===== config.mk =====
export PLATFORM = sky130hd
export DESIGN_NAME = isas_init_seq
export DESIGN_NICKNAME = d
export VERILOG_FILES = /design/src/hdl/isas_pkg.sv /design/src/hdl/isas_strap_decode.sv /design/src/hdl/isas_init_seq.sv
export SDC_FILE = /design/constraint.sdc
export NUM_CORES = 1
export LEC_CHECK = 0
export BUFFER_PORTS_ARGS = -buffer_cell sky130_fd_sc_hd__buf_2
export CAP_MARGIN = 20
export CORE_UTILIZATION = 40
export CTS_BUF_LIST = sky130_fd_sc_hd__clkbuf_4
export CTS_CLUSTER_SIZE = 25
export DETAILED_ROUTE_END_ITERATION = 10
export HOLD_SLACK_MARGIN = 0.1
export PLACE_DENSITY = 0.64
export SETUP_SLACK_MARGIN = 0.05
export SLEW_MARGIN = 20
export SYNTH_ARGS = -nofsm -noshare
export SYNTH_HDL_FRONTEND = slang
export SYNTH_SLANG_ARGS = --single-unit

===== constraint.sdc =====
create_clock -name mclk_i -period 17.4 [get_ports mclk_i]
set_input_delay 2.61 -clock mclk_i [delete_from_list [all_inputs] [get_ports mclk_i]]
set_output_delay 2.61 -clock mclk_i [all_outputs]
set_load 0.02 [all_outputs]

===== src/hdl/isas_pkg.sv =====
// Constants and types for the init sequencer and address select block
package isas_pkg;

	// ************************************************
	// Widths
	// ************************************************
	localparam int CFG_WORDS = 16;
	localparam int CFG_AW = 4;
	localparam int CFG_W = 8;
	localparam int ADC_W = 10;
	localparam int OFS_W = 4;
	localparam int BA_W = 7;
	localparam int AXI_AW = 12;
	localparam int AXI_DW = 32;

	// ************************************************
	// Working configuration layout
	// ************************************************
	localparam logic [CFG_AW-1:0] CFG_I2C_BASE = 4'h0;
	localparam logic [CFG_AW-1:0] CFG_PMB_BASE = 4'h1;
	localparam logic [CFG_AW-1:0] CFG_EN_CTRL = 4'h2;
	localparam logic [CFG_AW-1:0] CFG_LAST = 4'hf;
	localparam int EN_USE_SW_BIT = 0;
	localparam int EN_SW_ON_BIT = 1;
	localparam logic [BA_W-1:0] I2C_BASE_RST = 7'h10;
	localparam logic [BA_W-1:0] PMB_BASE_RST = 7'h40;
	localparam logic [CFG_W-1:0] CFG_OTHER_RST = 8'h00;

	// ************************************************
	// Register map (byte addresses)
	// ************************************************
	localparam logic [AXI_AW-1:0] REG_STATUS = 12'h040;
	localparam logic [AXI_AW-1:0] REG_EFF_ADDR = 12'h044;
	localparam int STS_LOAD_DONE = 0;
	localparam int STS_ADDR_DONE = 1;
	localparam int STS_ANALOG = 2;
	localparam int STS_CONV_EN = 3;
	localparam int STS_POR = 4;
	localparam int STS_OFS_LSB = 8;
	localparam int EFF_PMB_LSB = 8;
	localparam int EFF_I2C_EN = 16;
	localparam int EFF_PMB_EN = 17;
	localparam logic [1:0] RESP_OKAY = 2'b00;
	localparam logic [1:0] RESP_SLVERR = 2'b10;

	// ************************************************
	// Strap decode thresholds, ascending
	// ************************************************
	localparam logic [14:0][ADC_W-1:0] STRAP_THR = {
		10'h383, 10'h331, 10'h2e8, 10'h29d, 10'h251,
		10'h208, 10'h1c2, 10'h186, 10'h14e, 10'h11a,
		10'h0ea, 10'h0ba, 10'h08f, 10'h067, 10'h03e
	};
	localparam logic [ADC_W-1:0] STRAP_FLOAT_THR = 10'h3e8;

	typedef enum logic [2:0] {
		ST_POR_HOLD = 3'b000,
		ST_NV_LOAD = 3'b001,
		ST_ADC_KICK = 3'b010,
		ST_ADC_WAIT = 3'b011,
		ST_RUN = 3'b100
	} isas_state_t;

endpackage : isas_pkg


===== src/hdl/isas_strap_decode.sv =====
// Strap converter reading to address offset and floating detect
`timescale 1ns/10ps
`default_nettype none
module isas_strap_decode
	import isas_pkg::*;
(
	input wire logic [ADC_W-1:0] code_i,
	output logic [OFS_W-1:0] offset_o,
	output logic floating_o
);

	// Offset is the count of midpoint thresholds the reading reaches
	always_comb begin
		offset_o = 4'h0;
		for (int i = 0; i < 15; i++) begin
			if (code_i >= STRAP_THR[i]) begin
				offset_o = offset_o + 4'h1;
			end
		end
	end

	assign floating_o = (code_i >= STRAP_FLOAT_THR);

endmodule : isas_strap_decode
`default_nettype wire


===== src/hdl/isas_init_seq.sv =====
// Power-up load sequencer, strap address select and enable gating
`timescale 1ns/10ps
`default_nettype none
// ************************************************
// Overview of operation
// Internal reset holds while bias or core rail is low or clock unstable.
// Leaving reset starts a copy of all nonvolatile words into working regs.
// After the load, bus writes may rewrite working parameters at any enable; code refuses them until addr_done (strap sampled).
// By default conversion needs enable pin, input UV ok, load and address.
// In digital mode software enable options replace the pin condition.
// Two 7-bit base address registers exist, one per interface.
// A zero base address disables that interface.
// Base addresses reset to 0x10 for I2C and 0x40 for PMBus.
// The strap decodes to one of sixteen offsets, rising with resistance.
// The strap is sampled once by the converter during initialization.
// In digital mode only base plus offset is answered.
// A floating strap disables digital communication entirely.
// In analog mode the three communication pins switch to analog use.
// In analog mode the loaded configuration cannot be changed.
// Thresholds sit midway between table codes; near full scale floats.
// Effective address is base plus offset, wrapped to 7 bits.
// ************************************************
module isas_init_seq
	import isas_pkg::*;
(
	input wire logic mclk_i,
	input wire logic resetn_i,
	input wire logic bias_supply_ok_i,
	input wire logic core_supply_rail_ok_i,
	input wire logic osc_stable_i,
	output logic por_active_o,
	output logic nvm_req_o,
	output logic [CFG_AW-1:0] nvm_addr_o,
	input wire logic nvm_ack_i,
	input wire logic [CFG_W-1:0] nvm_data_i,
	output logic adc_start_o,
	input wire logic adc_done_i,
	input wire logic [ADC_W-1:0] adc_code_i,
	input wire logic enable_mode_pin_i,
	input wire logic vin_uv_ok_i,
	output logic convert_en_o,
	output logic comm_pins_analog_o,
	output logic [BA_W-1:0] i2c_addr_o,
	output logic i2c_en_o,
	output logic [BA_W-1:0] pmbus_addr_o,
	output logic pmbus_en_o,
	input wire logic [BA_W-1:0] bus_addr_i,
	input wire logic bus_addr_valid_i,
	input wire logic bus_is_pmbus_i,
	output logic bus_ack_o,
	input wire logic [AXI_AW-1:0] s_axi_awaddr_i,
	input wire logic s_axi_awvalid_i,
	output logic s_axi_awready_o,
	input wire logic [AXI_DW-1:0] s_axi_wdata_i,
	input wire logic [3:0] s_axi_wstrb_i,
	input wire logic s_axi_wvalid_i,
	output logic s_axi_wready_o,
	output logic [1:0] s_axi_bresp_o,
	output logic s_axi_bvalid_o,
	input wire logic s_axi_bready_i,
	input wire logic [AXI_AW-1:0] s_axi_araddr_i,
	input wire logic s_axi_arvalid_i,
	output logic s_axi_arready_o,
	output logic [AXI_DW-1:0] s_axi_rdata_o,
	output logic [1:0] s_axi_rresp_o,
	output logic s_axi_rvalid_o,
	input wire logic s_axi_rready_i
);

	// ************************************************
	// Declarations
	// ************************************************
	isas_state_t state_ff;
	isas_state_t nxt_state;
	logic por_active;
	logic load_done;
	logic addr_done;
	logic [CFG_AW-1:0] nvm_idx_ff;
	logic [CFG_W-1:0] cfg_ff [CFG_WORDS];
	logic [OFS_W-1:0] offset_ff;
	logic analog_ff;
	logic [OFS_W-1:0] dec_offset;
	logic dec_floating;
	logic [BA_W-1:0] i2c_base;
	logic [BA_W-1:0] pmb_base;
	logic sw_mode;
	logic nxt_conv;
	logic conv_en_ff;
	logic [BA_W-1:0] i2c_addr_ff;
	logic [BA_W-1:0] pmb_addr_ff;
	logic i2c_en_ff;
	logic pmb_en_ff;
	logic aw_got_ff;
	logic w_got_ff;
	logic [AXI_AW-1:0] awaddr_ff;
	logic [CFG_W-1:0] wdata_ff;
	logic wstrb0_ff;
	logic bvalid_ff;
	logic [1:0] bresp_ff;
	logic wr_go;
	logic wr_cfg;
	logic wr_ro;
	logic wr_allowed;
	logic cfg_we;
	logic rvalid_ff;
	logic [AXI_DW-1:0] rdata_ff;
	logic [1:0] rresp_ff;
	logic [AXI_DW-1:0] rd_data;
	logic [1:0] rd_resp;
	logic [1:0] adc_starts_ff;

	// ************************************************
	// Reset and load sequencer
	// ************************************************
	assign por_active = !(bias_supply_ok_i && core_supply_rail_ok_i &&
		osc_stable_i);
	assign load_done = (state_ff == ST_ADC_KICK) ||
		(state_ff == ST_ADC_WAIT) || (state_ff == ST_RUN);
	assign addr_done = (state_ff == ST_RUN);

	always_comb begin
		nxt_state = state_ff;
		case (state_ff)
			ST_POR_HOLD: nxt_state = ST_NV_LOAD;
			ST_NV_LOAD: begin
				if (nvm_ack_i && nvm_idx_ff == CFG_LAST) begin
					nxt_state = ST_ADC_KICK;
				end
			end
			ST_ADC_KICK: nxt_state = ST_ADC_WAIT;
			ST_ADC_WAIT: begin
				if (adc_done_i) begin
					nxt_state = ST_RUN;
				end
			end
			ST_RUN: nxt_state = ST_RUN;
			default: nxt_state = ST_POR_HOLD;
		endcase
	end

	always_ff @(posedge mclk_i) begin
		if (!resetn_i || por_active) begin
			state_ff <= ST_POR_HOLD;
		end else begin
			state_ff <= nxt_state;
		end
	end

	always_ff @(posedge mclk_i) begin
		if (!resetn_i || state_ff == ST_POR_HOLD) begin
			nvm_idx_ff <= 4'h0;
		end else if (state_ff == ST_NV_LOAD && nvm_ack_i) begin
			nvm_idx_ff <= nvm_idx_ff + 4'h1;
		end
	end

	assign nvm_req_o = (state_ff == ST_NV_LOAD);
	assign nvm_addr_o = nvm_idx_ff;
	assign adc_start_o = (state_ff == ST_ADC_KICK);
	assign por_active_o = por_active;

	// ************************************************
	// Strap sample, taken once per initialization
	// ************************************************
	isas_strap_decode u_strap (
		.code_i(adc_code_i),
		.offset_o(dec_offset),
		.floating_o(dec_floating)
	);

	always_ff @(posedge mclk_i) begin
		if (!resetn_i || state_ff == ST_POR_HOLD) begin
			offset_ff <= 4'h0;
			analog_ff <= 1'b0;
		end else if (state_ff == ST_ADC_WAIT && adc_done_i) begin
			offset_ff <= dec_offset;
			analog_ff <= dec_floating;
		end
	end

	assign comm_pins_analog_o = analog_ff;

	// ************************************************
	// Working configuration array
	// ************************************************
	always_ff @(posedge mclk_i) begin
		if (!resetn_i) begin
			for (int i = 0; i < CFG_WORDS; i++) begin
				cfg_ff[i] <= CFG_OTHER_RST;
			end
			cfg_ff[CFG_I2C_BASE] <= {1'b0, I2C_BASE_RST};
			cfg_ff[CFG_PMB_BASE] <= {1'b0, PMB_BASE_RST};
		end else if (state_ff == ST_NV_LOAD && nvm_ack_i) begin
			cfg_ff[nvm_idx_ff] <= (nvm_idx_ff < 4'h2) ?
				{1'b0, nvm_data_i[6:0]} : nvm_data_i;
		end else if (cfg_we) begin
			cfg_ff[awaddr_ff[5:2]] <= (awaddr_ff[5:2] < 4'h2) ?
				{1'b0, wdata_ff[6:0]} : wdata_ff;
		end
	end

	assign i2c_base = cfg_ff[CFG_I2C_BASE][6:0];
	assign pmb_base = cfg_ff[CFG_PMB_BASE][6:0];
	assign sw_mode = !analog_ff && cfg_ff[CFG_EN_CTRL][EN_USE_SW_BIT];

	// ************************************************
	// Addresses and conversion enable
	// ************************************************
	always_ff @(posedge mclk_i) begin
		if (!resetn_i) begin
			i2c_addr_ff <= 7'h00;
			pmb_addr_ff <= 7'h00;
			i2c_en_ff <= 1'b0;
			pmb_en_ff <= 1'b0;
		end else begin
			i2c_addr_ff <= i2c_base + {3'b000, offset_ff};
			pmb_addr_ff <= pmb_base + {3'b000, offset_ff};
			i2c_en_ff <= addr_done && !analog_ff && i2c_base != 7'h00;
			pmb_en_ff <= addr_done && !analog_ff && pmb_base != 7'h00;
		end
	end

	assign i2c_addr_o = i2c_addr_ff;
	assign pmbus_addr_o = pmb_addr_ff;
	assign i2c_en_o = i2c_en_ff;
	assign pmbus_en_o = pmb_en_ff;

	// Only the matching, enabled interface answers
	assign bus_ack_o = bus_addr_valid_i && (bus_is_pmbus_i ?
		(pmb_en_ff && bus_addr_i == pmb_addr_ff) :
		(i2c_en_ff && bus_addr_i == i2c_addr_ff));

	always_comb begin
		if (sw_mode) begin
			nxt_conv = load_done && addr_done && vin_uv_ok_i &&
				cfg_ff[CFG_EN_CTRL][EN_SW_ON_BIT];
		end else begin
			nxt_conv = enable_mode_pin_i && vin_uv_ok_i && load_done &&
				addr_done;
		end
	end

	always_ff @(posedge mclk_i) begin
		if (!resetn_i) begin
			conv_en_ff <= 1'b0;
		end else begin
			conv_en_ff <= nxt_conv;
		end
	end

	assign convert_en_o = conv_en_ff;

	// ************************************************
	// AXI4-Lite write channel
	// ************************************************
	assign s_axi_awready_o = !aw_got_ff && !bvalid_ff;
	assign s_axi_wready_o = !w_got_ff && !bvalid_ff;
	assign wr_go = aw_got_ff && w_got_ff && !bvalid_ff;
	assign wr_cfg = (awaddr_ff < REG_STATUS) && (awaddr_ff[1:0] == 2'b00);
	assign wr_ro = (awaddr_ff == REG_STATUS) || (awaddr_ff == REG_EFF_ADDR);
	assign wr_allowed = addr_done && !analog_ff;
	assign cfg_we = wr_go && wr_cfg && wr_allowed && wstrb0_ff;

	always_ff @(posedge mclk_i) begin
		if (!resetn_i) begin
			aw_got_ff <= 1'b0;
			awaddr_ff <= 12'h000;
		end else if (s_axi_awvalid_i && s_axi_awready_o) begin
			aw_got_ff <= 1'b1;
			awaddr_ff <= s_axi_awaddr_i;
		end else if (wr_go) begin
			aw_got_ff <= 1'b0;
		end
	end

	always_ff @(posedge mclk_i) begin
		if (!resetn_i) begin
			w_got_ff <= 1'b0;
			wdata_ff <= 8'h00;
			wstrb0_ff <= 1'b0;
		end else if (s_axi_wvalid_i && s_axi_wready_o) begin
			w_got_ff <= 1'b1;
			wdata_ff <= s_axi_wdata_i[7:0];
			wstrb0_ff <= s_axi_wstrb_i[0];
		end else if (wr_go) begin
			w_got_ff <= 1'b0;
		end
	end

	always_ff @(posedge mclk_i) begin
		if (!resetn_i) begin
			bvalid_ff <= 1'b0;
			bresp_ff <= RESP_OKAY;
		end else if (wr_go) begin
			bvalid_ff <= 1'b1;
			bresp_ff <= ((wr_cfg && wr_allowed) || wr_ro) ?
				RESP_OKAY : RESP_SLVERR;
		end else if (s_axi_bready_i) begin
			bvalid_ff <= 1'b0;
		end
	end

	assign s_axi_bvalid_o = bvalid_ff;
	assign s_axi_bresp_o = bresp_ff;

	// ************************************************
	// AXI4-Lite read channel
	// ************************************************
	always_comb begin
		rd_data = 32'h0000_0000;
		rd_resp = RESP_OKAY;
		if (s_axi_araddr_i[1:0] != 2'b00) begin
			rd_resp = RESP_SLVERR;
		end else if (s_axi_araddr_i < REG_STATUS) begin
			rd_data[CFG_W-1:0] = cfg_ff[s_axi_araddr_i[5:2]];
		end else if (s_axi_araddr_i == REG_STATUS) begin
			rd_data[STS_LOAD_DONE] = load_done;
			rd_data[STS_ADDR_DONE] = addr_done;
			rd_data[STS_ANALOG] = analog_ff;
			rd_data[STS_CONV_EN] = conv_en_ff;
			rd_data[STS_POR] = (state_ff == ST_POR_HOLD);
			rd_data[STS_OFS_LSB +: OFS_W] = offset_ff;
		end else if (s_axi_araddr_i == REG_EFF_ADDR) begin
			rd_data[BA_W-1:0] = i2c_addr_ff;
			rd_data[EFF_PMB_LSB +: BA_W] = pmb_addr_ff;
			rd_data[EFF_I2C_EN] = i2c_en_ff;
			rd_data[EFF_PMB_EN] = pmb_en_ff;
		end else begin
			rd_resp = RESP_SLVERR;
		end
	end

	assign s_axi_arready_o = !rvalid_ff;

	always_ff @(posedge mclk_i) begin
		if (!resetn_i) begin
			rvalid_ff <= 1'b0;
			rdata_ff <= 32'h0000_0000;
			rresp_ff <= RESP_OKAY;
		end else if (s_axi_arvalid_i && s_axi_arready_o) begin
			rvalid_ff <= 1'b1;
			rdata_ff <= rd_data;
			rresp_ff <= rd_resp;
		end else if (s_axi_rready_i) begin
			rvalid_ff <= 1'b0;
		end
	end

	assign s_axi_rvalid_o = rvalid_ff;
	assign s_axi_rdata_o = rdata_ff;
	assign s_axi_rresp_o = rresp_ff;

	always_ff @(posedge mclk_i) begin
		if (!resetn_i || state_ff == ST_POR_HOLD) begin
			adc_starts_ff <= 2'b00;
		end else if (adc_start_o && adc_starts_ff != 2'b11) begin
			adc_starts_ff <= adc_starts_ff + 2'b01;
		end
	end
endmodule : isas_init_seq
`default_nettype wire


# Word level (Yosys, flattened, before mapping)
# Memories as Yosys holds them, arrays and structs flattened.
# Index checks and enable logic that the tools add are counted.
word_totals:
  register_bits: 75
  mem_bits_rw: 128
  in_bits: 101
  output_inout_bits: 67
  wordCells: 191
  n_memories: 1
classes:
  addsub: 17
  n_lt_le_gt_ge: 20
  eq_ne: 13
  muxes: 64
  n_bitwise: 2
  n_reduce_logical: 55
mem_list:
  columns: ["name", "words", "width", "rd", "rd_clocked_by_memory_dff", "wr", "line", "rtl"]
  rows:
  - ["cfg_ff", 16, 8, 4, 0, 16, "isas_init_seq.sv:79", "logic [CFG_W-1:0] cfg_ff [CFG_WORDS];"]
ops:
  columns: ["cell", "count"]
  rows:
  - ["10-bit greater-or-equal comparator (second input constant)", 7]
  - ["4-bit 2-to-1 mux", 17]
  - ["4-bit by 1-bit adder with 4-bit output (second input constant)", 14]
  - ["12-bit by 7-bit equality test with 1-bit output (second input constant)", 4]
  - ["8-bit 2-to-1 mux", 6]
  - ["10-bit by 9-bit greater-or-equal comparator with 1-bit output (second input constant)", 4]
  - ["10-bit by 8-bit greater-or-equal comparator with 1-bit output (second input constant)", 3]
  - ["1-bit logical AND", 30]
  - ["7-bit 2-to-1 mux", 4]
  - ["12-bit by 7-bit < comparator with 1-bit output (second input constant)", 2]
  - ["1-bit 2-to-1 mux", 21]
  - ["2-bit 2-to-1 mux", 10]
  - ["8-bit OR reduction", 2]
  - ["15-bit 2-to-1 mux", 1]
  - ["3-bit case mux with 5 select lines", 1]
  - ["7-bit by 4-bit adder with 7-bit output", 2]
  - ["7-bit equality test", 2]
  - ["7-bit nonzero test", 2]
  - ["10-bit by 6-bit greater-or-equal comparator with 1-bit output (second input constant)", 1]
  - ["10-bit by 7-bit greater-or-equal comparator with 1-bit output (second input constant)", 1]
  - ["2-bit nonzero test", 5]
  - ["3-bit 2-to-1 mux", 3]
  - ["4-bit by 2-bit < comparator with 1-bit output (second input constant)", 2]
  - ["1-bit zero test", 7]
  - ["other kinds (13)", 20]

# Depth between registers and ports, before layout
# Gate-level depths: netlist of run 1.
depth:
  depth_word: 30
  mapped_depth: 44
  mapped_depth_nobuf: 42

# Modules after synthesis
# From an unflattened synthesis of run 1, not the netlist that was laid out.
hier_totals:
  cells_unflattened: 1139
  hier_area_um2: 11654.9
modules_own_cells:
  columns: ["module", "instances", "cells_per_inst", "area_per_inst_um2", "seq_area_each_um2"]
  rows:
  - ["isas_init_seq", 1, 847, 9537.9, 5305.1]
  - ["isas_strap_decode", 1, 292, 2117.0, 0.0]

# Worst setup path before layout of run 1
# Ideal clock, no wire load.
synth_path:
  kind: "input -> register"
  start: "in adc_code_i[3]"
  end: "reg offset_ff[3]"
  arrival_time_ns: 9.862
  slack_ns: 7.458
  cell_stages: 42
  n_path_buf: 2
  path_cell_list: "buf_2 -> a311o_1 -> a311oi_2 -> ha_1 -> clkbuf_1 -> xor2_1 -> ha_1 -> inv_1 -> o21a_1 -> xnor2_1 -> a21o_1 -> ha_1 -> o21ai_0 -> a21o_1 -> nand3_1 -> xnor2_1 -> or2_2 -> o21a_1 -> [6 not listed] -> and2_1 -> inv_1 -> ha_1 -> nand2_1 -> o211ai_1 -> o21ai_0 -> o21ai_0 -> ha_1 -> xnor2_1 -> nand2b_1 -> nand4b_1 -> ha_1 -> nand2_1 -> xnor3_2 -> nand3_2 -> xnor2_1 -> xnor3_1 -> a211oi_2"
synth_via:
  elab_chain_cells: 30
  elab_cells_between_ends: 44
  cone_classes: "add/sub (14); order compare (15); mux (15)"
synth_lines:
  columns: ["item", "line", "rtl"]
  rows:
  - ["start, declared", "isas_init_seq.sv:38", "input wire logic [ADC_W-1:0] adc_code_i,"]
  - ["10-bit by 6-bit greater-or-equal comparator with 1-bit output", "isas_strap_decode.sv:16", "if (code_i >= STRAP_THR[i]) begin"]
  - ["1-bit 2-to-1 mux", "isas_strap_decode.sv:16", null]
  - ["1-bit by 1-bit adder with 2-bit output", "isas_strap_decode.sv:17", "offset_o = offset_o + 4'h1;"]
  - ["4-bit 2-to-1 mux", "isas_strap_decode.sv:16", null]
  - ["4-bit by 1-bit adder with 4-bit output", "isas_strap_decode.sv:17", null]
  - ["4-bit 2-to-1 mux", "isas_strap_decode.sv:16", null]
  - ["4-bit by 1-bit adder with 4-bit output", "isas_strap_decode.sv:17", null]
  - ["4-bit 2-to-1 mux", "isas_strap_decode.sv:16", null]
  - ["[14 not listed]", null, null]
  - ["4-bit by 1-bit adder with 4-bit output", "isas_strap_decode.sv:17", null]
  - ["4-bit 2-to-1 mux", "isas_strap_decode.sv:16", null]
  - ["4-bit by 1-bit adder with 4-bit output", "isas_strap_decode.sv:17", null]
  - ["4-bit 2-to-1 mux", "isas_strap_decode.sv:16", null]
  - ["4-bit by 1-bit adder with 4-bit output", "isas_strap_decode.sv:17", null]
  - ["4-bit 2-to-1 mux", "isas_strap_decode.sv:16", null]
  - ["4-bit by 1-bit adder with 4-bit output", "isas_strap_decode.sv:17", null]
  - ["4-bit 2-to-1 mux *", "isas_strap_decode.sv:16", null]
  - ["end signal, assigned", "isas_init_seq.sv:176", "offset_ff <= dec_offset;"]
  - ["end, declared", "isas_init_seq.sv:80", "logic [OFS_W-1:0] offset_ff;"]
# Every way passes the cells marked *; elsewhere a longest branch is shown, timed or not.
# A chain may end at the register's enable or synchronous reset.

# Worst setup path in the final report of run 1
layout_path:
  start: "in adc_code_i[8]"
  end: "reg offset_ff[3]"
# The elaborated chain is that of the path after synthesis.

==> impl_metrics.json, run 1 <==
{
  "outcome": "finished clean",
  "hold_violations": 0,
  "tritoncts": "yes",
  "htree_levels": 2,
  "post_synth_inst_count": 1027,
  "timing.setup.critical_path_class": "in2reg",
  "synth.yosys.warnings": 0,
  "netlist.area_leader.share_pct": 35.0,
  "area_grow_syn2layout_pct": 14.2,
  "synth_enable_flop_cells": 128,
  "cts_inserted_buffers": 54,
  "total_die_area_mm2": 0.0281,
  "cts.sinks": 201,
  "ctsResizeCount": 0,
  "timing.final.crit_period_ps": 10250,
  "via_per_inst": 5.40,
  "route.vias.total": 8377,
  "slowest_stage_cell_cp": "ha_1",
  "finalSetupTns_ps": 0,
  "finalSetupViolations": 0,
  "power_mw": 1.18,
  "worst_path_required_time_ps": 17940,
  "gr-usage-all-layers_pct": 20.1,
  "cellPowerDensity_mw_per_mm2": 94.0,
  "relSlewSlack_pct": 33.0,
  "global_route_wire_length_before_repair_mm": 44.4,
  "antenna_found_initial": 1,
  "largest_net_degree_at_the_start_of_global_routing": 82,
  "final_area_mm2": 0.0126,
  "placedInstanceArea_mm2": 0.0119,
  "netlist_top_cells_count": "nor2_1, edfxtp_1, nand2_1, dfxtp_1, mux4_2",
  "crit_path_start_kind": "input pin",
  "postRouteAntennaNets": 0,
  "yosysTopAreaCell": "edfxtp_1",
  "synth_async_sr_flop_share_pct": 0,
  "drt_iter0_drc": 673,
  "drt_wl_total_mm": 27.6,
  "grt_pass1_vias": 8397,
  "worst_skew_pair.late_latency_ps": 670,
  "grt_setup_unrepaired": "no",
  "worst_hold_path_type": "reg2reg",
  "worst_ir_drop_vdd_v": 0.0000474,
  "ratio_of_final_minimum_period_to_clock_period_pct": 58.9,
  "layout.area.seq_mm2": 0.00531,
  "cts.hold.buffers_added": 0,
  "congestion_overflow_gr": 0,
  "fillCellCount": 2520,
  "synth_top_flop_cell": "edfxtp_1",
  "final_nets": 1293,
  "fin_skew_ps": 50.2,
  "fmax_mhz": 97.5,
  "synth.ff_latch_count": 201,
  "synth.lib_cells_used.distinct": 88,
  "cpPeakStageDelay_ps": 450,
  "die_w_um": 168,
  "start_util_pct": 40.8,
  "detail_route.drc_violations": 0,
  "portBuffers": 123,
  "timing.final.max_slew_violations": 0,
  "timing.max_cap.violations": 0,
  "synth-seq-area-share_pct": 48.3,
  "synth_area_leaders": "edfxtp_1, dfxtp_1, mux4_2",
  "crit_path_frequent_cell": "ha_1",
  "fp.coreArea_mm2": 0.0270,
  "total_number_of_placement_rows": 60,
  "multi_input_area_mm2": 0.00533,
  "postCtsSetupBuffers": 0,
  "routedWlPerCell_um": 17.8,
  "synthesis.area_mm2": 0.0110,
  "clock_tree.buffer_depth": 3,
  "power_leakage_nw": 4.81,
  "worst_ep_arrival_time_ps": 10800,
  "post-dp-hpwl_mm": 19.5,
  "number_of_ports_placed_on_the_die_boundary": 168,
  "worst-path-max-fanout": 21,
  "clockRootBuffer": "clkbuf_4",
  "syn_area_per_cell_um2": 10.7,
  "worst_setup_hold_path_clk_slew_ps": 60,
  "post-synth-top-count-cell": "nor2_1",
  "drive_gt1_share_pct": 24.0,
  "worst_pin_slew_ps": 995,
  "drt_pass1_iterations": 5,
  "die_height_um": 168,
  "setup.worst_path.end_class": "register",
  "place.gp.congestion": 0.873
}
-- state kept, by name, indices dropped and copies added (netlist names), 3 cells and up --
| name | flops |
|---|---|
| cfg_ff | 128 |
| s_axi_rdata_o | 17 |
| awaddr_ff | 12 |
| wdata_ff | 8 |
| i2c_addr_o | 7 |
| pmbus_addr_o | 7 |
| nvm_addr_o | 4 |
| offset_ff | 4 |
| state_ff | 3 |
-- placed cells by master (no fill, tap or decap), types with 7 or more instances in the layout --
cell	n
buf_2	123
and2_1	19
nand2_1	121
o21a_1	8
o21ai_0	21
nand2b_1	12
o211ai_1	7
edfxtp_1	128
mux2i_1	11
ha_1	22
mux4_2	40
nor3_1	21
nor2_1	154
xor2_1	17
nor4_1	12
a21oi_1	24
clkinv_1	8
dfxtp_1	73
xnor2_1	33
inv_1	24
a21boi_0	29
nand3_1	22
conb_1	19
buf_4	12
clkbuf_4	86
a22oi_1	9
nor2b_1	21
a222oi_1	8
nor3b_1	10
-- path summary, 6_finish.rpt --
| check | start | endpoint | slack, ps | cells past startpoint |
|---|---|---|---|---|
| setup / recovery | adc_code_i[8] | offset_ff[3] | 7150 | 41 |
| hold / removal | awaddr_ff[1] | awaddr_ff[1] | 460 | 2 |
| setup reg to reg | state_ff[0] | cfg_ff[11][1] | 13820 | 10 |
| hold reg to reg | awaddr_ff[1] | awaddr_ff[1] | 460 | 2 |
-- worst max-delay path: cells and delay by family --
kind / cells / cell delay [ps]
adder cells (fa/ha/maj): 7 / 2290
AND/OR/NAND/NOR: 10 / 1610
buffers and inverters: 3 / 330
XOR/XNOR: 8 / 1850
AO/OA/AOI/OAI: 13 / 2120
-- cell type report --
class	count	share of cell area (%)
antenna	2	0.0399
tap	341	3.40
inverter	24	0.717
multi-input combinational	752	42.5
clock buffer	86	5.14
clock inverter	11	0.369
timing repair buffer	135	5.62
sequential	201	42.3
-- routing by layer --
metal | global-route usage [%] | part of all wire (%)
met5 | 0 | 0
met4 | 6.66 | 2.1
met3 | 3.85 | 5.7
met2 | 33.6 | 48
met1 | 26.1 | 44
-- cells by family after synthesis --
family / Yosys count / synth area share, %
DFF: 201 / 48.3
and+or+nand+nor: 429 / 18.3
muxes: 53 / 9.40
AOI/OAI and AO/OA: 167 / 11.3
adders and majority gates: 24 / 2.87
xor gates and xnor gates: 60 / 5.92
buffers and inverters: 92 / 3.92
other: 1 / 0.0341
-- metrics by stage --
| step | cells | setup slack (ps) | util (%) | hold slack, ps |
|---|---|---|---|---|
| 2_1_floorplan | 1045 | 7460 | - | 443 |
| 3_3_place_gp | 1452 | 6740 | 44.0 | 452 |
| 3_5_place_dp | 1452 | 6560 | 44.0 | 460 |
| 4_1_cts | 1549 | 7210 | 46.5 | 469 |
| 5_1_grt | 1552 | 6590 | 46.6 | 488 |
| 6_report | 1552 | 7150 | 46.6 | 464 |
-- power by group --
part / switching, mW / internal (mW)
registers: 0.00952 / 0.523
logic: 0.127 / 0.107
clock network: 0.192 / 0.223
No activity file was read; power rests on OpenSTA's default activity.
==> run 2: changes to the inputs <==
--- a/config.mk
+++ b/config.mk
@@ -5,6 +5,7 @@
 export SDC_FILE = /design/constraint.sdc
 export NUM_CORES = 1
 export LEC_CHECK = 0
+export ABC_AREA = 1
 export BUFFER_PORTS_ARGS = -buffer_cell sky130_fd_sc_hd__buf_2
 export CAP_MARGIN = 20
 export CORE_UTILIZATION = 40
@@ -12,7 +13,7 @@
 export CTS_CLUSTER_SIZE = 25
 export DETAILED_ROUTE_END_ITERATION = 10
 export HOLD_SLACK_MARGIN = 0.1
-export PLACE_DENSITY = 0.64
+export PLACE_DENSITY = 0.66
 export SETUP_SLACK_MARGIN = 0.05
 export SLEW_MARGIN = 20
 export SYNTH_ARGS = -nofsm -noshare
==> constraint.sdc (replaced) <==
create_clock -name mclk_i -period 8.85 [get_ports mclk_i]
set_input_delay 1.3275 -clock mclk_i [delete_from_list [all_inputs] [get_ports mclk_i]]
set_output_delay 1.3275 -clock mclk_i [all_outputs]
set_load 0.02 [all_outputs]
==> run 2 against run 1 <==
  * Clock skew is 7.6 ps higher
  * Critical path type unchanged
  * Register-to-register slack lost 9300 ps
  * Clock power is 99% higher
  * Wire length grew 11%
  * Largest power group unchanged
  * Critical path depth up 12
  * Worst hold slack improved by 0.95 ps
  * Sequential cell count did not move
  * Final cell count rose by 27%
==> impl_metrics.json, run 2 <==
{
  "synth.ff_latch_count": 201,
  "layout_commonest_cell": "nand2_1",
  "finalSetupViolations": 0,
  "worst_pin_slew_ps": 1020,
  "via_per_inst": 5.14,
  "synthesis.area_mm2": 0.0112,
  "grt_setup_unrepaired": "no",
  "synth_top_flop_cell": "edfxtp_1",
  "fmax_mhz": 139,
  "synth.lib_cells_used.distinct": 51,
  "hold_violations": 0,
  "synthXorXnorAreaFrac_pct": 0.157,
  "postRouteAntennaNets": 0,
  "fin_skew_ps": 57.8,
  "power_leakage_nw": 5.86,
  "final_nets": 1682,
  "global_route_wire_length_before_repair_mm": 48.5,
  "die_height_um": 169,
  "worst_path_required_time_ps": 9460,
  "ctsResizeCount": 0,
  "worst_setup_hold_path_clk_slew_ps": 70,
  "registers.top_by_ff_count": "cfg_ff",
  "syn_area_per_cell_um2": 7.94,
  "congestion_overflow_gr": 0,
  "gr-usage-all-layers_pct": 21.5,
  "clock_tree.buffer_depth": 3,
  "routing_layer_with_the_top_usage_in_global_route": "met2",
  "drt_wl_total_mm": 30.6,
  "netlist_top_cells_count": "nand2_1, nor2_1, inv_1, edfxtp_1, nand3_1",
  "synth_compound_gate_area_share_pct": 12.3,
  "drive_gt1_share_pct": 18.0,
  "synth_simple_gate_area_share_pct": 28.7,
  "worst-path-max-fanout": 7,
  "fp.coreArea_mm2": 0.0272,
  "post_synth_inst_count": 1406,
  "postCtsSetupBuffers": 0,
  "drt_iter0_drc": 843,
  "htree_levels": 2,
  "drt_pass1_iterations": 5,
  "dominant_combinational_cell_family_by_area_after_synthesis": "simple AND/OR/NAND/NOR gates",
  "cpPeakStageDelay_ps": 320,
  "timing.max_cap.violations": 0,
  "power_mw": 2.32,
  "tritoncts": "yes",
  "setup.worst_path.end_class": "register",
  "timing.final.crit_period_ps": 7200,
  "timing.setup.critical_path_class": "in2reg",
  "slowest_stage_cell_cp": "ha_1",
  "synthMuxAreaShare_pct": 0.628,
  "groute.layer.met1.usage_pct": 29.5,
  "worst_ir_drop_vdd_v": 0.0000835,
  "largest_reg_flops": 128,
  "relSlewSlack_pct": 31.7,
  "post-dp-hpwl_mm": 21.7,
  "synth-seq-area-share_pct": 47.5,
  "cts.sinks": 201,
  "synth_area_leaders": "edfxtp_1, dfxtp_1, nand2_1",
  "finalSetupTns_ps": 0,
  "die_w_um": 169,
  "place.gp.congestion": 0.893,
  "synth.yosys.warnings": 0,
  "yosys.area_share.adder_pct": 2.82,
  "grt_pass1_vias": 9394,
  "netlist.area_leader.share_pct": 34.4,
  "total_number_of_placement_rows": 60,
  "synth_async_sr_flop_share_pct": 0,
  "crit_path_start_kind": "input pin",
  "global_route.usage.met3_pct": 4.12,
  "post-synth-top-count-cell": "nand2_1",
  "grt.met2_usage_pct": 33.9,
  "antenna_found_initial": 2,
  "worst_ep_arrival_time_ps": 7810,
  "worst_hold_path_type": "reg2reg",
  "area_grow_syn2layout_pct": 14.8,
  "number_of_ports_placed_on_the_die_boundary": 168,
  "timing.final.max_slew_violations": 0,
  "synth_enable_flop_cells": 128,
  "worst_skew_pair.late_latency_ps": 690,
  "detail_route.drc_violations": 0,
  "routedWlPerCell_um": 15.5,
  "largest_net_degree_at_the_start_of_global_routing": 52,
  "crit_path_frequent_cell": "nand2_1",
  "portBuffers": 123,
  "yosysTopAreaCell": "edfxtp_1",
  "cellPowerDensity_mw_per_mm2": 181,
  "start_util_pct": 41.1,
  "cts_inserted_buffers": 52,
  "cts.hold.buffers_added": 0,
  "outcome": "finished clean",
  "total_die_area_mm2": 0.0286,
  "clockRootBuffer": "clkbuf_4",
  "ratio_of_final_minimum_period_to_clock_period_pct": 81.3,
  "layout.cells.most_common_list": "nand2_1, nor2_1, inv_1, edfxtp_1, buf_2",
  "route.vias.total": 10200
}
==> run 2: report_power, final <==
part	leakage (nW)	switching [mW]	total, mW	internal [mW]
Clock	0.410	0.391	0.824	0.434
Sequential	1.91	0.0168	1.04	1.03
Combinational	3.54	0.303	0.449	0.146
==> run 2: cell type report <==
cell class                 instances  area (um2)
multi-input combinational       1007        5040
antenna                            3        7.51
timing repair buffer             136         713
sequential                       201        5310
inverter                         159         597
clock inverter                    18         103
tap                              372         465
clock buffer                      78         586
fill                            2649       14400
==> run 2: layer usage <==
metal | vias to the layer above | wire length, um
met1 | 4600 | 13800
met5 | - | 0
met3 | 70 | 2630
li1 | 5042 | -
met4 | 0 | 832
met2 | 443 | 13300
==> run 2: metrics by stage <==
stage                     instance area (um2)  hold WS, ps  util (%)  std cells  worst slack [ps]
after floorplan                         11200          430         -       1424              1790
after global placement                  12100          451      44.6       1875              1180
after detailed placement                12100          453      44.6       1875              1030
after CTS                               12800          464      47.2       1971              1740
after global routing                    12800          480      47.2       1973              1020
final                                   12800          465      47.2       1974              1650
==> run 2: kinds of logic after synthesis <==
group                    count (synthesis)
flip-flops                             201
multiplexers                             7
buffers and inverters                  216
AO/OA/AOI/OAI                          224
AND/OR/NAND/NOR                        731
adder cells (fa/ha/maj)                 24
other                                    1
XOR/XNOR                                 2
==> run 2: worst paths after layout <==
kind | from | to | slack [ps] | cells past startpoint
worst min register to register | s_axi_rdata_o[14] | s_axi_rdata_o[14] | 470 | 2
worst max register to register | state_ff[0] | cfg_ff[13][0] | 4480 | 13
worst max-delay path | adc_code_i[5] | offset_ff[3] | 1650 | 53
worst min-delay path | s_axi_rdata_o[14] | s_axi_rdata_o[14] | 470 | 2
==> run 2: worst max-delay path: cells and delay by family <==
family	cells	cell delay [ps]
AO/OA/AOI/OAI	1	110
adder cells (fa/ha/maj)	6	1790
buffers and inverters	10	750
AND/OR/NAND/NOR	36	3810
==> run 3: changes to the inputs <==
--- a/config.mk
+++ b/config.mk
@@ -5,7 +5,7 @@
 export SDC_FILE = /design/constraint.sdc
 export NUM_CORES = 1
 export LEC_CHECK = 0
-export ABC_AREA = 1
+export ABC_AREA = 0
 export BUFFER_PORTS_ARGS = -buffer_cell sky130_fd_sc_hd__buf_2
 export CAP_MARGIN = 20
 export CORE_UTILIZATION = 40
@@ -13,7 +13,7 @@
 export CTS_CLUSTER_SIZE = 25
 export DETAILED_ROUTE_END_ITERATION = 10
 export HOLD_SLACK_MARGIN = 0.1
-export PLACE_DENSITY = 0.66
+export PLACE_DENSITY = 0.64
 export SETUP_SLACK_MARGIN = 0.05
 export SLEW_MARGIN = 20
 export SYNTH_ARGS = -nofsm -noshare
==> constraint.sdc (replaced) <==
create_clock -name mclk_i -period 6.7 [get_ports mclk_i]
set_input_delay 1.005 -clock mclk_i [delete_from_list [all_inputs] [get_ports mclk_i]]
set_output_delay 1.005 -clock mclk_i [all_outputs]
set_load 0.02 [all_outputs]
==> run 3 against run 2 <==
  * The run now ends with negative setup slack left
  * Clock skew grew 15 ps
  * Register-to-register slack lost 1500 ps
  * Sequential share of layout area shrank 1.8 points
  * Worst hold slack gained 2.7 ps
  * Global-route usage shrank 1.2 points
  * Critical path depth shrank 14
  * Design area grew 4.6%
  * Sequential power grew 33%
  * Worst setup slack lost 2300 ps
  * Via count shrank 14%
  * Non-clock buffer count grew 84
  * Largest cell class is now multi-input combinational cells
==> impl_metrics.json, run 3 (same netlist as run 1, synthesis figures left out) <==
{
  "route.vias.total": 8730,
  "largest_reg_flops": 128,
  "final.setup.worst_slack_ps": -659,
  "cts_inserted_buffers": 54,
  "topRoutingLayerUsed": "met4",
  "routedWlPerCell_um": 17.3,
  "worstSetupStartpoint": "adc_code_i[0]",
  "total_number_of_placement_rows": 60,
  "multi_input_area_mm2": 0.00548,
  "fp.coreArea_mm2": 0.0270,
  "worst_path_required_time_ps": 7250,
  "tritoncts": "yes",
  "fin_skew_ps": 73.0,
  "via_per_inst": 5.32,
  "congestion_overflow_gr": 0,
  "grt_pass1_vias": 8488,
  "placedInstanceArea_mm2": 0.0124,
  "power_leakage_nw": 5.28,
  "final_core_utilization_pct": 49.7,
  "timing.setup.critical_path_class": "in2reg",
  "drt_iter0_drc": 775,
  "layout.cells.most_common_list": "nor2_1, edfxtp_1, buf_2, nand2_1, buf_4",
  "total_die_area_mm2": 0.0281,
  "htree_levels": 2,
  "area_grow_syn2layout_pct": 22.0,
  "crit_path_start_kind": "input pin",
  "layout_commonest_cell": "nor2_1",
  "drive_gt1_share_pct": 30.2,
  "post-dp-hpwl_mm": 20.4,
  "timing.final.max_slew_violations": 0,
  "global_route_wire_length_before_repair_mm": 45.0,
  "crit_path_frequent_cell": "ha_1",
  "final_nets": 1378,
  "portBuffers": 123,
  "pre_cts_slack_ps": -1110,
  "hold_start": "awaddr_ff[1]",
  "cts.hold.buffers_added": 0,
  "drt_wl_total_mm": 28.4,
  "antenna_found_initial": 1,
  "wl_met2_mm": 13.6,
  "die_w_um": 168,
  "timing.max_cap.violations": 0,
  "worst_pin_slew_ps": 1050,
  "slowest_stage_cell_cp": "a311o_1",
  "worst_skew_pair.late_latency_ps": 680,
  "final_area_mm2": 0.0134,
  "grt_setup_unrepaired": "yes",
  "setup.worst_path.end_class": "register",
  "die_height_um": 168,
  "cpPeakStageDelay_ps": 380,
  "start_util_pct": 40.8,
  "drt_pass1_iterations": 9,
  "worst-path-max-fanout": 3,
  "place.gp.congestion": 0.837,
  "cts.sinks": 201,
  "layout.area.seq_mm2": 0.00531,
  "met1_length_mm": 12.6,
  "postRouteAntennaNets": 0,
  "hold_violations": 0,
  "worst_ep_arrival_time_ps": 7910,
  "clockRootBuffer": "clkbuf_4",
  "r2r_start": "w_got_ff",
  "violations": "negative setup slack",
  "power_mw": 3.35,
  "clock_tree.buffer_depth": 3,
  "finalSetupViolations": 3,
  "cellPowerDensity_mw_per_mm2": 250,
  "gr-usage-all-layers_pct": 20.3,
  "hold_ws_ps": 468,
  "relSlewSlack_pct": 29.2,
  "outcome": "finished, violations left",
  "number_of_ports_placed_on_the_die_boundary": 168,
  "largest_net_degree_at_the_start_of_global_routing": 81,
  "worst_hold_path_type": "reg2reg",
  "fmax_mhz": 136,
  "ratio_of_final_minimum_period_to_clock_period_pct": 110,
  "registers.top_by_ff_count": "cfg_ff",
  "detail_route.drc_violations": 0,
  "fillCellCount": 2449,
  "worst_setup_hold_path_clk_slew_ps": 60,
  "worst_ir_drop_vdd_v": 0.000134,
  "detailroute.wirelength.met3_mm": 1.70,
  "timing.final.crit_period_ps": 7360
}
-- run 3: stage by stage --
stage               instances  setup TNS [ps]
floorplan                1045           -2600
global placement         1514           -2840
detailed placement       1514           -3130
CTS                      1633            -902
global route             1640           -2720
finish                   1640           -1830
-- run 3: report_power, final --
part | internal, mW | total, mW | switching [mW] | leakage, nW
Clock | 0.613 | 1.13 | 0.513 | 0.434
Combinational | 0.442 | 0.840 | 0.399 | 2.96
Sequential | 1.36 | 1.38 | 0.0261 | 1.88
Total | 2.41 | 3.35 | 0.938 | 5.28
-- run 3: layout make-up --
cell class	instances	area share (%)
Antenna cell	1	0.0187
Clock buffer	77	4.31
Clock inverter	24	1.16
Inverter	24	0.691
Multi-Input combinational cell	752	40.9
Sequential cell	201	39.6
Tap cell	341	3.18
Timing Repair Buffer	220	10.2
-- run 3: routing by layer --
layer  vias to the layer above  track usage [%]
met1                      4178             27.3
met2                       316             33.7
met3                        38             3.31
li1                       4198                -
met4                         0             6.10
met5                         -                0
-- run 3: worst max-delay path, delay by kind of cell --
family,cells,cell delay (ps)
XOR/XNOR,4,660
buffers and inverters,5,520
AO/OA/AOI/OAI,13,2200
AND/OR/NAND/NOR,9,1200
adder cells (fa/ha/maj),7,2030
multiplexers,1,300
-- run 3: path summary, 6_finish.rpt --
check / to / slack [ps] / cells after the start
max: offset_ff[1] / -660 / 39
min: awaddr_ff[1] / 470 / 2
max reg2reg: cfg_ff[0][0] / 2950 / 8
min reg2reg: awaddr_ff[1] / 470 / 2
-- run 3: timing repair --
action | in CTS | in global routing
hold endpoints to repair | 0 | 0
endpoints found under the setup margin | 3 | 3
cloned | 0 | 0
buffers inserted | 18 | 6
pin swaps | 25 | 25
resized for setup | 9 | 11
